### src/rtl/lds_pkg.sv
// lds_pkg: constants for the serial shift/latch front end of a 48-channel led sink driver.
// assumes one system clock; shift clock and strobe arrive as pins and are sampled.
package lds_pkg;
    localparam int SHIFT_W       = 49;
    localparam int GROUP_CH      = 16;
    localparam int NUM_GROUPS    = 3;
    localparam int NUM_CH        = GROUP_CH * NUM_GROUPS;
    localparam int SEL_BIT       = 48;
    localparam int MC_LSB        = 0;
    localparam int MC_W          = 3;
    localparam int BC_R_LSB      = 3;
    localparam int BC_G_LSB      = 10;
    localparam int BC_B_LSB      = 17;
    localparam int BC_W          = 7;
    localparam int FC_LSB        = 24;
    localparam int FC_W          = 16;
    localparam int SSEL_LSB      = 40;
    localparam int SSEL_W        = 2;
    localparam logic [48:0] SHIFT_RST = 49'h0_0000_0000_0000;
    localparam logic [47:0] ONOFF_RST = 48'h0000_0000_0000;
    localparam int CFG_W         = 42;
    localparam logic [41:0] CFG_RST   = 42'h000_0000_0000;
    localparam logic [15:0] GROUP_RST = 16'h0000;
endpackage : lds_pkg

### src/rtl/lds_core.sv
// lds_core: 49-bit common shift register, on/off latch, setting latches and blanking.
// assumes shift clock, strobe, serial data and blanking are pins slower than clk_in / 4.
`timescale 1ns/1ps

// Operation
// - on each shift clock rise, serial input level enters the shift LSB.
// - each shift clock rise moves all shift bits one place toward MSB.
// - serial output is the shift register MSB, for cascading.
// - strobe rise copies shift register into on/off latch or setting latch.
// - blanking high forces every sink output off.
// - blanking low drives each output from its on/off latch bit.
// - 48 outputs as red, green, blue groups of 16, all gated.
module lds_core import lds_pkg::*; (
    // clock and reset
    input  wire logic                  clk_in,
    input  wire logic                  rst_in,
    // serial pins
    input  wire logic                  serial_in,
    input  wire logic                  shift_clk_in,
    input  wire logic                  latch_strobe_in,
    input  wire logic                  blank_in,
    output logic                       serial_out,
    // status words offered for readback
    input  wire logic [SHIFT_W-1:0]    status_word0_in,
    input  wire logic [SHIFT_W-1:0]    status_word1_in,
    input  wire logic [SHIFT_W-1:0]    status_word2_in,
    input  wire logic [SHIFT_W-1:0]    status_word3_in,
    // sink outputs and settings
    output logic [GROUP_CH-1:0]        led_sink_red_out,
    output logic [GROUP_CH-1:0]        led_sink_green_out,
    output logic [GROUP_CH-1:0]        led_sink_blue_out,
    output logic [MC_W-1:0]            max_current_setting_out,
    output logic [BC_W-1:0]            group_brightness_red_out,
    output logic [BC_W-1:0]            group_brightness_green_out,
    output logic [BC_W-1:0]            group_brightness_blue_out,
    output logic [FC_W-1:0]            function_setting_out,
    output logic [SSEL_W-1:0]          status_select_setting_out
);

    // edge finder for a synchronised pin level
    function automatic logic rise_of(input logic now, input logic prev);
        return now & ~prev;
    endfunction : rise_of

    // status word chosen by the select setting
    function automatic logic [SHIFT_W-1:0] pick_status(
        input logic [SSEL_W-1:0]  sel,
        input logic [SHIFT_W-1:0] w0,
        input logic [SHIFT_W-1:0] w1,
        input logic [SHIFT_W-1:0] w2,
        input logic [SHIFT_W-1:0] w3
    );
        logic [SHIFT_W-1:0] pick;
        unique case (sel)
            2'h0: pick = w0;
            2'h1: pick = w1;
            2'h2: pick = w2;
            2'h3: pick = w3;
        endcase
        return pick;
    endfunction : pick_status

    // one colour group of sixteen channels
    function automatic logic [GROUP_CH-1:0] group_of(
        input logic [NUM_CH-1:0] vec,
        input int                grp
    );
        return vec[grp*GROUP_CH +: GROUP_CH];
    endfunction : group_of

    // synchronised pin levels
    logic                 sclk_s;
    logic                 lat_s;
    logic                 sin_s;
    logic                 blank_s;

    // previous synchronised levels, for edge finding
    logic                 sclk_d;
    logic                 lat_d;

    // shift register and latches
    logic [SHIFT_W-1:0]   shift_reg;
    logic [NUM_CH-1:0]    onoff;
    logic [CFG_W-1:0]     cfg;

    // gated sink state, one register per colour group
    logic [GROUP_CH-1:0]  sink_red;
    logic [GROUP_CH-1:0]  sink_green;
    logic [GROUP_CH-1:0]  sink_blue;

    // next values
    logic [SHIFT_W-1:0]   next_shift;
    logic [NUM_CH-1:0]    next_onoff;
    logic [CFG_W-1:0]     next_cfg;
    logic [NUM_CH-1:0]    next_sink;

    // every pin passes two flops before any logic reads it
    lds_sync u_sclk (
        .clk_in (clk_in),
        .rst_in (rst_in),
        .d_in   (shift_clk_in),
        .q_out  (sclk_s)
    );

    lds_sync u_lat (
        .clk_in (clk_in),
        .rst_in (rst_in),
        .d_in   (latch_strobe_in),
        .q_out  (lat_s)
    );

    lds_sync u_sin (
        .clk_in (clk_in),
        .rst_in (rst_in),
        .d_in   (serial_in),
        .q_out  (sin_s)
    );

    lds_sync u_blank (
        .clk_in (clk_in),
        .rst_in (rst_in),
        .d_in   (blank_in),
        .q_out  (blank_s)
    );

    // edge and destination decode
    wire                sclk_rise = rise_of(sclk_s, sclk_d);
    wire                lat_rise  = rise_of(lat_s, lat_d);
    wire                sel_cfg   = shift_reg[SEL_BIT];
    wire                to_onoff  = lat_rise & ~sel_cfg;
    wire                to_cfg    = lat_rise & sel_cfg;

    // status readback select
    wire [SSEL_W-1:0]   ssel       = cfg[SSEL_LSB +: SSEL_W];
    wire [SHIFT_W-1:0]  status_sel = pick_status(ssel, status_word0_in, status_word1_in,
                                                 status_word2_in, status_word3_in);

    // new bit enters at the bottom, the rest move toward the top
    wire [SHIFT_W-1:0]  shifted    = {shift_reg[SHIFT_W-2:0], sin_s};

    // strobe reload wins over a coincident shift edge; host spaces them anyway
    assign next_shift = to_onoff  ? status_sel :
                        sclk_rise ? shifted    : shift_reg;
    assign next_onoff = to_onoff ? shift_reg[NUM_CH-1:0] : onoff;
    assign next_cfg   = to_cfg ? shift_reg[CFG_W-1:0] : cfg;

    // blanking is resynchronised, so outputs lag the pin by three clocks
    assign next_sink  = blank_s ? ONOFF_RST : onoff;

    // edge history
    always_ff @(posedge clk_in) begin
        if (rst_in) begin
            sclk_d <= 1'h0;
            lat_d  <= 1'h0;
        end else begin
            sclk_d <= sclk_s;
            lat_d  <= lat_s;
        end
    end

    // common shift register
    always_ff @(posedge clk_in) begin
        if (rst_in) begin
            shift_reg <= SHIFT_RST;
        end else begin
            shift_reg <= next_shift;
        end
    end

    // on/off latch
    always_ff @(posedge clk_in) begin
        if (rst_in) begin
            onoff <= ONOFF_RST;
        end else begin
            onoff <= next_onoff;
        end
    end

    // setting latch, select bits included
    always_ff @(posedge clk_in) begin
        if (rst_in) begin
            cfg <= CFG_RST;
        end else begin
            cfg <= next_cfg;
        end
    end

    // red sinks
    always_ff @(posedge clk_in) begin
        if (rst_in) begin
            sink_red <= GROUP_RST;
        end else begin
            sink_red <= group_of(next_sink, 0);
        end
    end

    // green sinks
    always_ff @(posedge clk_in) begin
        if (rst_in) begin
            sink_green <= GROUP_RST;
        end else begin
            sink_green <= group_of(next_sink, 1);
        end
    end

    // blue sinks
    always_ff @(posedge clk_in) begin
        if (rst_in) begin
            sink_blue <= GROUP_RST;
        end else begin
            sink_blue <= group_of(next_sink, 2);
        end
    end

    // outputs
    assign serial_out                 = shift_reg[SHIFT_W-1];
    assign led_sink_red_out           = sink_red;
    assign led_sink_green_out         = sink_green;
    assign led_sink_blue_out          = sink_blue;
    assign max_current_setting_out    = cfg[MC_LSB +: MC_W];
    assign group_brightness_red_out   = cfg[BC_R_LSB +: BC_W];
    assign group_brightness_green_out = cfg[BC_G_LSB +: BC_W];
    assign group_brightness_blue_out  = cfg[BC_B_LSB +: BC_W];
    assign function_setting_out       = cfg[FC_LSB +: FC_W];
    assign status_select_setting_out  = ssel;
endmodule : lds_core

### src/rtl/lds_sync.sv
// lds_sync: two-flop synchroniser for a level arriving from a pin.
// assumes d_in is asynchronous to clk_in.
`timescale 1ns/1ps
module lds_sync (
    // clock and reset
    input  wire logic clk_in,
    input  wire logic rst_in,
    // level
    input  wire logic d_in,
    output logic      q_out
);
    logic meta;
    always_ff @(posedge clk_in) begin
        if (rst_in) begin
            meta  <= 1'b0;
            q_out <= 1'b0;
        end else begin
            meta  <= d_in;
            q_out <= meta;
        end
    end
endmodule : lds_sync

### config.mk
export PLATFORM = sky130hd
export DESIGN_NAME = lds_core
export DESIGN_NICKNAME = d
export VERILOG_FILES = /design/src/rtl/lds_pkg.sv /design/src/rtl/lds_core.sv /design/src/rtl/lds_sync.sv
export SDC_FILE = /design/constraint.sdc
export NUM_CORES = 1
export LEC_CHECK = 0
export BUFFER_PORTS_ARGS = -buffer_cell sky130_fd_sc_hd__clkbuf_2
export CELL_PAD_IN_SITES_DETAIL_PLACEMENT = 2
export CELL_PAD_IN_SITES_GLOBAL_PLACEMENT = 2
export CORE_UTILIZATION = 31
export CTS_CLUSTER_SIZE = 24
export DETAILED_ROUTE_END_ITERATION = 7
export PLACE_DENSITY_LB_ADDON = 0.1
export SYNTH_ARGS = -nofsm -noshare
export SYNTH_HDL_FRONTEND = slang
export SYNTH_SLANG_ARGS = --single-unit
### constraint.sdc
create_clock -name clk_in -period 2.1 [get_ports clk_in]
set_input_delay 0.42 -clock clk_in [delete_from_list [all_inputs] [get_ports clk_in]]
set_output_delay 0.42 -clock clk_in [all_outputs]
set_load 0.1 [all_outputs]
==> results of run 1 <==
-- layout by cell type (no fill, tap or decap), drive strengths merged --
| cell | n |
|---|---|
| a211oi | 48 |
| a21oi | 138 |
| a311oi | 1 |
| and2 | 48 |
| and2b | 1 |
| and3b | 1 |
| buf | 22 |
| bufinv | 1 |
| clkbuf | 309 |
| clkinv | 3 |
| clkinvlp | 1 |
| dfxtp | 197 |
| diode | 3 |
| inv | 7 |
| mux4 | 49 |
| nand2 | 230 |
| nand2b | 1 |
| nand3b | 1 |
| nor2 | 50 |
| nor2b | 10 |
| nor3b | 1 |
| or3b | 1 |
-- report_power, final --
part	switching, mW	total [mW]	internal [mW]
registers	0.0735	3.88	3.81
logic	0.357	0.662	0.305
clock network	1.57	3.35	1.78
total	2.00	7.90	5.90
-- logic make-up after synthesis --
group / Yosys count / share of synthesized area [%]
buffers and inverters: 74 / 4.64
AO/OA/AOI/OAI: 187 / 13.4
flip-flops: 197 / 49.6
AND/OR/NAND/NOR: 344 / 18.4
multiplexers: 49 / 13.9
-- metrics by stage --
stage               hold WS (ns)  instances  util (%)
detailed placement         0.429       1418      38.9
global route               0.229       1453      41.3
finish                     0.231       1453      41.3
global placement           0.420       1418      38.9
CTS                        0.222       1450      41.3
floorplan                  0.414        851         -
-- path summary, 6_finish.rpt --
| path | endpoint | slack, ns | cells after the start |
|---|---|---|---|
| worst min register to register | u_sclk.q_out | 0.44 | 1 |
| worst max-delay path | serial_out | 0.27 | 2 |
| worst max register to register | shift_reg[47] | 0.48 | 4 |
| worst min-delay path | u_sclk.meta | 0.23 | 2 |
-- cell type report --
type / instances / area share, %
Sequential cell: 197 / 38.0
Multi-Input combinational cell: 580 / 35.2
Timing Repair Buffer: 311 / 17.1
Clock buffer: 20 / 4.49
Tap cell: 330 / 3.97
Clock inverter: 12 / 1.28
Antenna cell: 3 / 0.0722
-- per-layer routing --
| metal | vias up | track usage [%] | share of wire (%) |
|---|---|---|---|
| li1 | 3421 | - | - |
| met1 | 3520 | 25.7 | 44 |
| met2 | 173 | 35.3 | 49 |
| met3 | 24 | 5.21 | 5.3 |
| met4 | 0 | 6.78 | 1.6 |
| met5 | - | 0 | 0 |
-- worst max-delay path, delay by kind of cell (launching register included) --
kind	cells	cell delay (ns)
buffers and inverters	2	0.63
DFF	1	0.34
==> metrics.csv, run 1 <==
metric;value;unit
status;completed;
ys_types;20;
synth.most_common_cell;nand2_1;
ys_ff_latch;197;
synth_top_cell_by_area;dfxtp_1;
cts_sinks;197;
tritoncts;built;
gp_congestion;0.730;
relSlewSlack;60.5;%
num-fill-cells;2843;
die_w;162;um
crit_type;reg2out;
yosysSeqAreaShare;49.6;%
numCtsBuffers;17;
grt_overflow;0;
synth_area_leaders;dfxtp_1 (50%), mux4_2 (14%), nand2_1 (11%), a21oi_1 (8.7%), a211oi_1 (4.5%);
crit_arrival;1.41;ns
start_kind;flip-flop;
cts_hold_buf;0;
insertion_delay;0.43;ns
worst_pin_slew;0.594;ns
preCtsSetupSlack;0.472;ns
finalCritPeriodShare;87.0;%
routed_wl;26.7;mm
coreArea;25200;um2
synth_top_area_share;49.6;%
tns;0;ns
crit_chain;buf_4 > clkbuf_2;
p_leak;4.11;nW
clk_pin_slew;0.07;ns
synth-main-ff-cell;dfxtp_1;
rsz0062_at_grt;no;
row_count;58;
finalHoldViolCount;0;
cts_buffer_depth;2;
nets;1309;
maxSlewViolCount;0;
syn_area;7950;um2
p_total;7.90;mW
fmax;547;MHz
via_count;7138;
dpl_cell_area;9790;um2
first_iter_violations;222;
io_buffers;292;
grt_max_degree;95;
viasPerCell;4.91;
start_util;31.6;%
clock_skew;0.0148;ns
syn2layout_area_growth;30.8;%
largest_reg_flops;49;
synth_warnings;0;
synth_area_per_cell;9.34;um2
ys_top_cells_by_count;nand2_1 (230), dfxtp_1 (197), a21oi_1 (138);
place_hpwl;18.7;mm
cp-end-kind;output pin;
fp.dieArea;26300;um2
required;1.68;ns
cpPeakStageDelay;0.48;ns
synth_edf_count;0;
htreeDepth;4;
cts_resized;0;
cp_max_fo;5;
firstDrtPassIters;4;
cap_viol_max_count;0;
synthesis.instances;851;
startpoint;shift_reg[48];
reg2reg_from;u_lat.q_out;
powerDensity;759;nW/um2
grt_pass1_wl;42.1;mm
hold_path.startpoint;shift_clk_in;
io_pins;293;
cpMaxStageDelayCell;clkbuf_2;
multi_input_area;3660;um2
ant_nets;0;
drive_above_1_share;35.8;%
root_buffer;clkbuf_16;
async_reset_ff_share;0;%
fin_area;10400;um2
post_drt_wl_per_cell;18.4;um
regArea;3950;um2
antenna_found_initial;3;
setup_ws;0.273;ns
hp-class;in2reg;
syn-num-nets;1053;
gr-usage-all-layers;20.8;%
drc;0;
fin_crit;1.83;ns
ir_drop;393;uV
grt_pass1_vias;7633;
cts_setup_buffers;0;
fp.dieH;162;um
setup_violations;0;
Power figures use the tool's default switching activity.
==> run 2, diff against run 1 <==
SETUP_SLACK_MARGIN = 0.5   (was default)
==> run 2 against run 1 <==
  * Critical path depth shrank 1
  * Final cell count grew 0.48%
  * Combinational power grew 1%
  * Highest routed layer unchanged
  * Register-to-register slack gained 0.06 ns
  * Routed wire length grew 6.5%
==> metrics.csv, run 2 (synthesized netlist as in run 1, its figures left out) <==
metric;value;unit
p_sw_share;25.3;%
crit_arrival;1.16;ns
pwr-share-clk;41.4;%
hp-class;in2reg;
required;1.68;ns
grt_overflow;0;
cpPeakStageDelay;0.52;ns
powerDensity;723;nW/um2
largest_reg_flops;49;
critPathTopFamily;flip-flops;
grt_max_degree;64;
relSlewSlack;69.0;%
finalCritPeriodShare;75.3;%
drive_above_1_share;36.4;%
firstDrtPassIters;4;
p_int;5.81;mW
cts_buffer_depth;2;
nets;1319;
fp.dieArea;26300;um2
clk_pin_slew;0.07;ns
ant_nets;0;
htreeDepth;4;
viasPerCell;4.95;
io_buffers;292;
via_count;7223;
fmax;632;MHz
fin_crit;1.58;ns
final_cells;1460;
final_common_cell;nand2_1;
final_cell_mix;nand2_1 (230), clkbuf_2 (200), dfxtp_1 (194);
clock_skew;0.0134;ns
crit_type;reg2out;
ir_drop;388;uV
die_w;162;um
placedCellCount;1416;
whs;0.235;ns
tns;0;ns
crit_chain;buf_12;
finalHoldViolCount;0;
numCtsBuffers;17;
start_kind;flip-flop;
setup_violations;0;
post_drt_wl_per_cell;19.5;um
gr-usage-all-layers;21.5;%
grt_pass1_wl;43.3;mm
status;completed;
rsz0062_at_grt;yes;
path_buf_inv;1;
diodes;0;
root_buffer;clkbuf_16;
syn2layout_area_growth;35.2;%
grt_pass1_vias;7746;
power_switching;1.96;mW
first_iter_violations;254;
row_count;58;
gp_congestion;0.756;
cpMaxStageDelayCell;dfxtp_4;
drc;0;
p_leak;4.18;nW
start_util;31.6;%
maxSlewViolCount;0;
place_hpwl;19.1;mm
routed_wl;28.4;mm
cts_sinks;197;
io_pins;293;
coreArea;25200;um2
worst_pin_slew;0.465;ns
antenna_found_initial;0;
tritoncts;built;
cp_max_fo;9;
pwr-share-seq;50.0;%
cap_viol_max_count;0;
p_total;7.77;mW
insertion_delay;0.43;ns
combPwrFrac;8.6;%
fp.dieH;162;um
cp-end-kind;output pin;
run 2: final timing paths:
| kind | endpoint | depth (start not counted) | slack [ns] | from |
|---|---|---|---|---|
| worst min-delay path | u_sin.meta | 2 | 0.23 | serial_in |
| worst min register to register | u_lat.q_out | 1 | 0.45 | u_lat.meta |
| worst max-delay path | status_select_setting_out[0] | 1 | 0.52 | cfg[40] |
| worst max register to register | shift_reg[46] | 4 | 0.54 | cfg[40] |
run 2: timing repair:
item | in CTS | in global routing
setup endpoints to repair | 118 | 17
hold buffers | 0 | 0
cloned | 0 | 4
gates resized for setup | 93 | 11
buffers inserted | 3 | 5
run 2: layer usage:
layer	track usage [%]	vias up	part of all wire, %
li1	-	3438	-
met1	27.2	3566	44
met2	37.3	192	50
met3	4.47	27	5.0
met4	5.40	0	1.4
met5	0	-	0
run 2: per-stage QoR:
step	utilization, %	setup slack (ns)	cell area, um2
2_1_floorplan	-	0.475	7980
3_3_place_gp	38.8	0.500	9760
3_5_place_dp	38.8	0.454	9760
4_1_cts	42.0	0.423	10600
5_1_grt	42.7	0.407	10700
6_report	42.7	0.518	10700
run 2: cell type report:
type                    count  area (um2)
multi-input cells         580        3660
flip-flops and latches    197        3950
repair buffers            321        2160
clock buffers              20         447
well taps                 330         413
clock inverters            12         119
fillers                  2782       14400
run 2: power groups by stage:
stage	Sequential, mW	Clock, mW	Combinational, mW
2_1_floorplan	4.00	0	0.304
3_3_place_gp	3.97	0	0.660
3_5_place_dp	3.97	0	0.669
4_1_cts	3.89	3.31	0.679
5_1_grt	3.90	3.45	0.733
6_report	3.89	3.21	0.671
==> run 3, diff against run 2 <==
ABC_AREA = 1   (was default)
CORE_UTILIZATION = 26   (was 31)
clock period = 1.5 ns   (was 2.1 ns; I/O delays follow)
==> run 3 against run 2 <==
  * Clock-buffer cell count did not move
  * Register-to-register slack got worse by 0.47 ns
  * Sequential share of layout area fell by 7.1 points
  * Non-clock buffer count increased by 47
  * Critical endpoint is now shift_reg[22]
  * Largest cell class is now buffers
  * Highest routed layer is now met5
==> metrics.csv, run 3 <==
metric;value;unit
status;completed;
firstDrtPassIters;4;
synthesis.instances;1076;
relSlewSlack;75.5;%
async_reset_ff_share;0;%
pwr-share-seq;46.1;%
insertion_delay;0.45;ns
finalHoldViolCount;0;
ys_ff_latch;197;
syn-num-nets;1278;
p_total;12.2;mW
setup_violations;0;
cp-end-kind;flip-flop;
drc;0;
whs;0.0533;ns
crit_arrival;1.80;ns
coreArea;29900;um2
ant_nets;0;
ys_top_cells_by_count;nand2_1 (237), dfxtp_1 (197), a21oi_1 (155);
start_kind;flip-flop;
p_int;8.55;mW
num-fill-cells;3245;
preCtsSetupSlack;0.0942;ns
synth_area_leaders;dfxtp_1 (49%), nand2_1 (11%), a21oi_1 (9.7%), o21ai_0 (8.4%), inv_1 (4.8%);
power_switching;3.65;mW
clock_skew;0.0231;ns
fin_area;13700;um2
hp-class;in2reg;
gp_congestion;0.727;
syn2layout_area_growth;71.7;%
tns;0;ns
placedCellCount;1701;
synth-main-ff-cell;dfxtp_1;
final_cells;1786;
synth_top_cell_by_area;dfxtp_1;
gr-usage-all-layers;21.8;%
synth_top_area_share;49.4;%
syn_area;7980;um2
final_core_utilization;45.8;%
rsz0062_at_grt;yes;
worst_pin_slew;0.367;ns
r2r_slack;0.07;ns
synth_edf_count;0;
combPwrFrac;15.2;%
synth.most_common_cell;nand2_1;
first_iter_violations;332;
row_count;63;
die_w;177;um
fp.dieH;177;um
final_common_cell;nand2_1;
fp.dieArea;31400;um2
synth_area_per_cell;7.41;um2
cp_max_fo;6;
ys_types;19;
viasPerCell;4.90;
antenna_found_initial;1;
io_pins;293;
p_sw_share;29.9;%
fin_crit;1.43;ns
powerDensity;891;nW/um2
largest_reg_flops;49;
grt_pass1_wl;52.2;mm
cts_sinks;197;
final_cell_mix;nand2_1 (224), clkbuf_2 (200), a21oi_1 (114);
fmax;699;MHz
place_hpwl;21.4;mm
nets;1585;
tritoncts;built;
htreeDepth;4;
numCtsBuffers;17;
synth_warnings;0;
post_drt_wl_per_cell;22.0;um
via_count;8753;
grt_max_degree;66;
io_buffers;292;
routed_wl;39.3;mm
grt_pass1_vias;9281;
clk_pin_slew;0.09;ns
finalCritPeriodShare;95.4;%
cts_hold_buf;0;
crit_type;reg2reg;
dpl_cell_area;10100;um2
yosysSeqAreaShare;49.4;%
cts_buffer_depth;2;
setup_ws;0.0695;ns
drive_above_1_share;42.1;%
root_buffer;clkbuf_16;
diodes;0;
ir_drop;791;uV
pwr-share-clk;38.7;%
required;1.87;ns
start_util;26.7;%
cap_viol_max_count;0;
maxSlewViolCount;0;
p_leak;5.64;nW
grt_overflow;0;
run 3: final timing paths:
kind / from / to / depth (start not counted)
max reg2reg: cfg[40] / shift_reg[22] / 8
max: cfg[40] / shift_reg[22] / 8
min reg2reg: u_sin.meta / u_sin.q_out / 2
min: latch_strobe_in / u_lat.meta / 3
run 3: routing by layer:
| layer | track usage (%) | vias to the layer above | wire length [um] |
|---|---|---|---|
| li1 | - | 4138 | - |
| met1 | 25.3 | 4357 | 16200 |
| met2 | 40.2 | 209 | 20700 |
| met3 | 3.84 | 47 | 1460 |
| met4 | 6.82 | 2 | 860 |
| met5 | 0 | - | 17 |
run 3: cells by family after synthesis:
family                 synth area share, %
buffers and inverters                 9.83
flip-flops                            49.4
AO/OA/AOI/OAI                         22.0
AND/OR/NAND/NOR                       18.7
run 3: power by group through the flow:
| stage | registers, mW | logic, mW | clock network, mW |
|---|---|---|---|
| after CTS | 5.61 | 1.69 | 4.80 |
| after detailed placement | 5.71 | 1.42 | 0 |
| after floorplan | 5.96 | 0.564 | 0 |
| final | 5.63 | 1.85 | 4.72 |
| after global placement | 5.70 | 1.39 | 0 |
| after global routing | 5.65 | 1.98 | 5.02 |
run 3: critical path: stages (launching register included):
cell and delay (ns):
dfxtp_4 0.42, inv_6 0.06, nor2_4 0.12, buf_12 0.17, clkbuf_16 0.17, nand2_1 0.05
nand4_1 0.10, nand2_1 0.07, a21oi_1 0.18
run 3: cell type report:
class	instances	area [um2]	share of cell area, %
Timing Repair Buffer	368	4420	32.3
Sequential cell	197	4070	29.7
Multi-Input combinational cell	691	3700	27.0
Tap cell	390	488	3.56
Clock buffer	20	457	3.33
Inverter	108	428	3.12
Clock inverter	12	135	0.987
run 3: what timing repair did:
action                                  in CTS  in global routing
endpoints found under the setup margin     276                278
setup buffers                                7                 22
resized for setup                          304                175
cloned                                       7                 17
pin swaps                                    1                 50
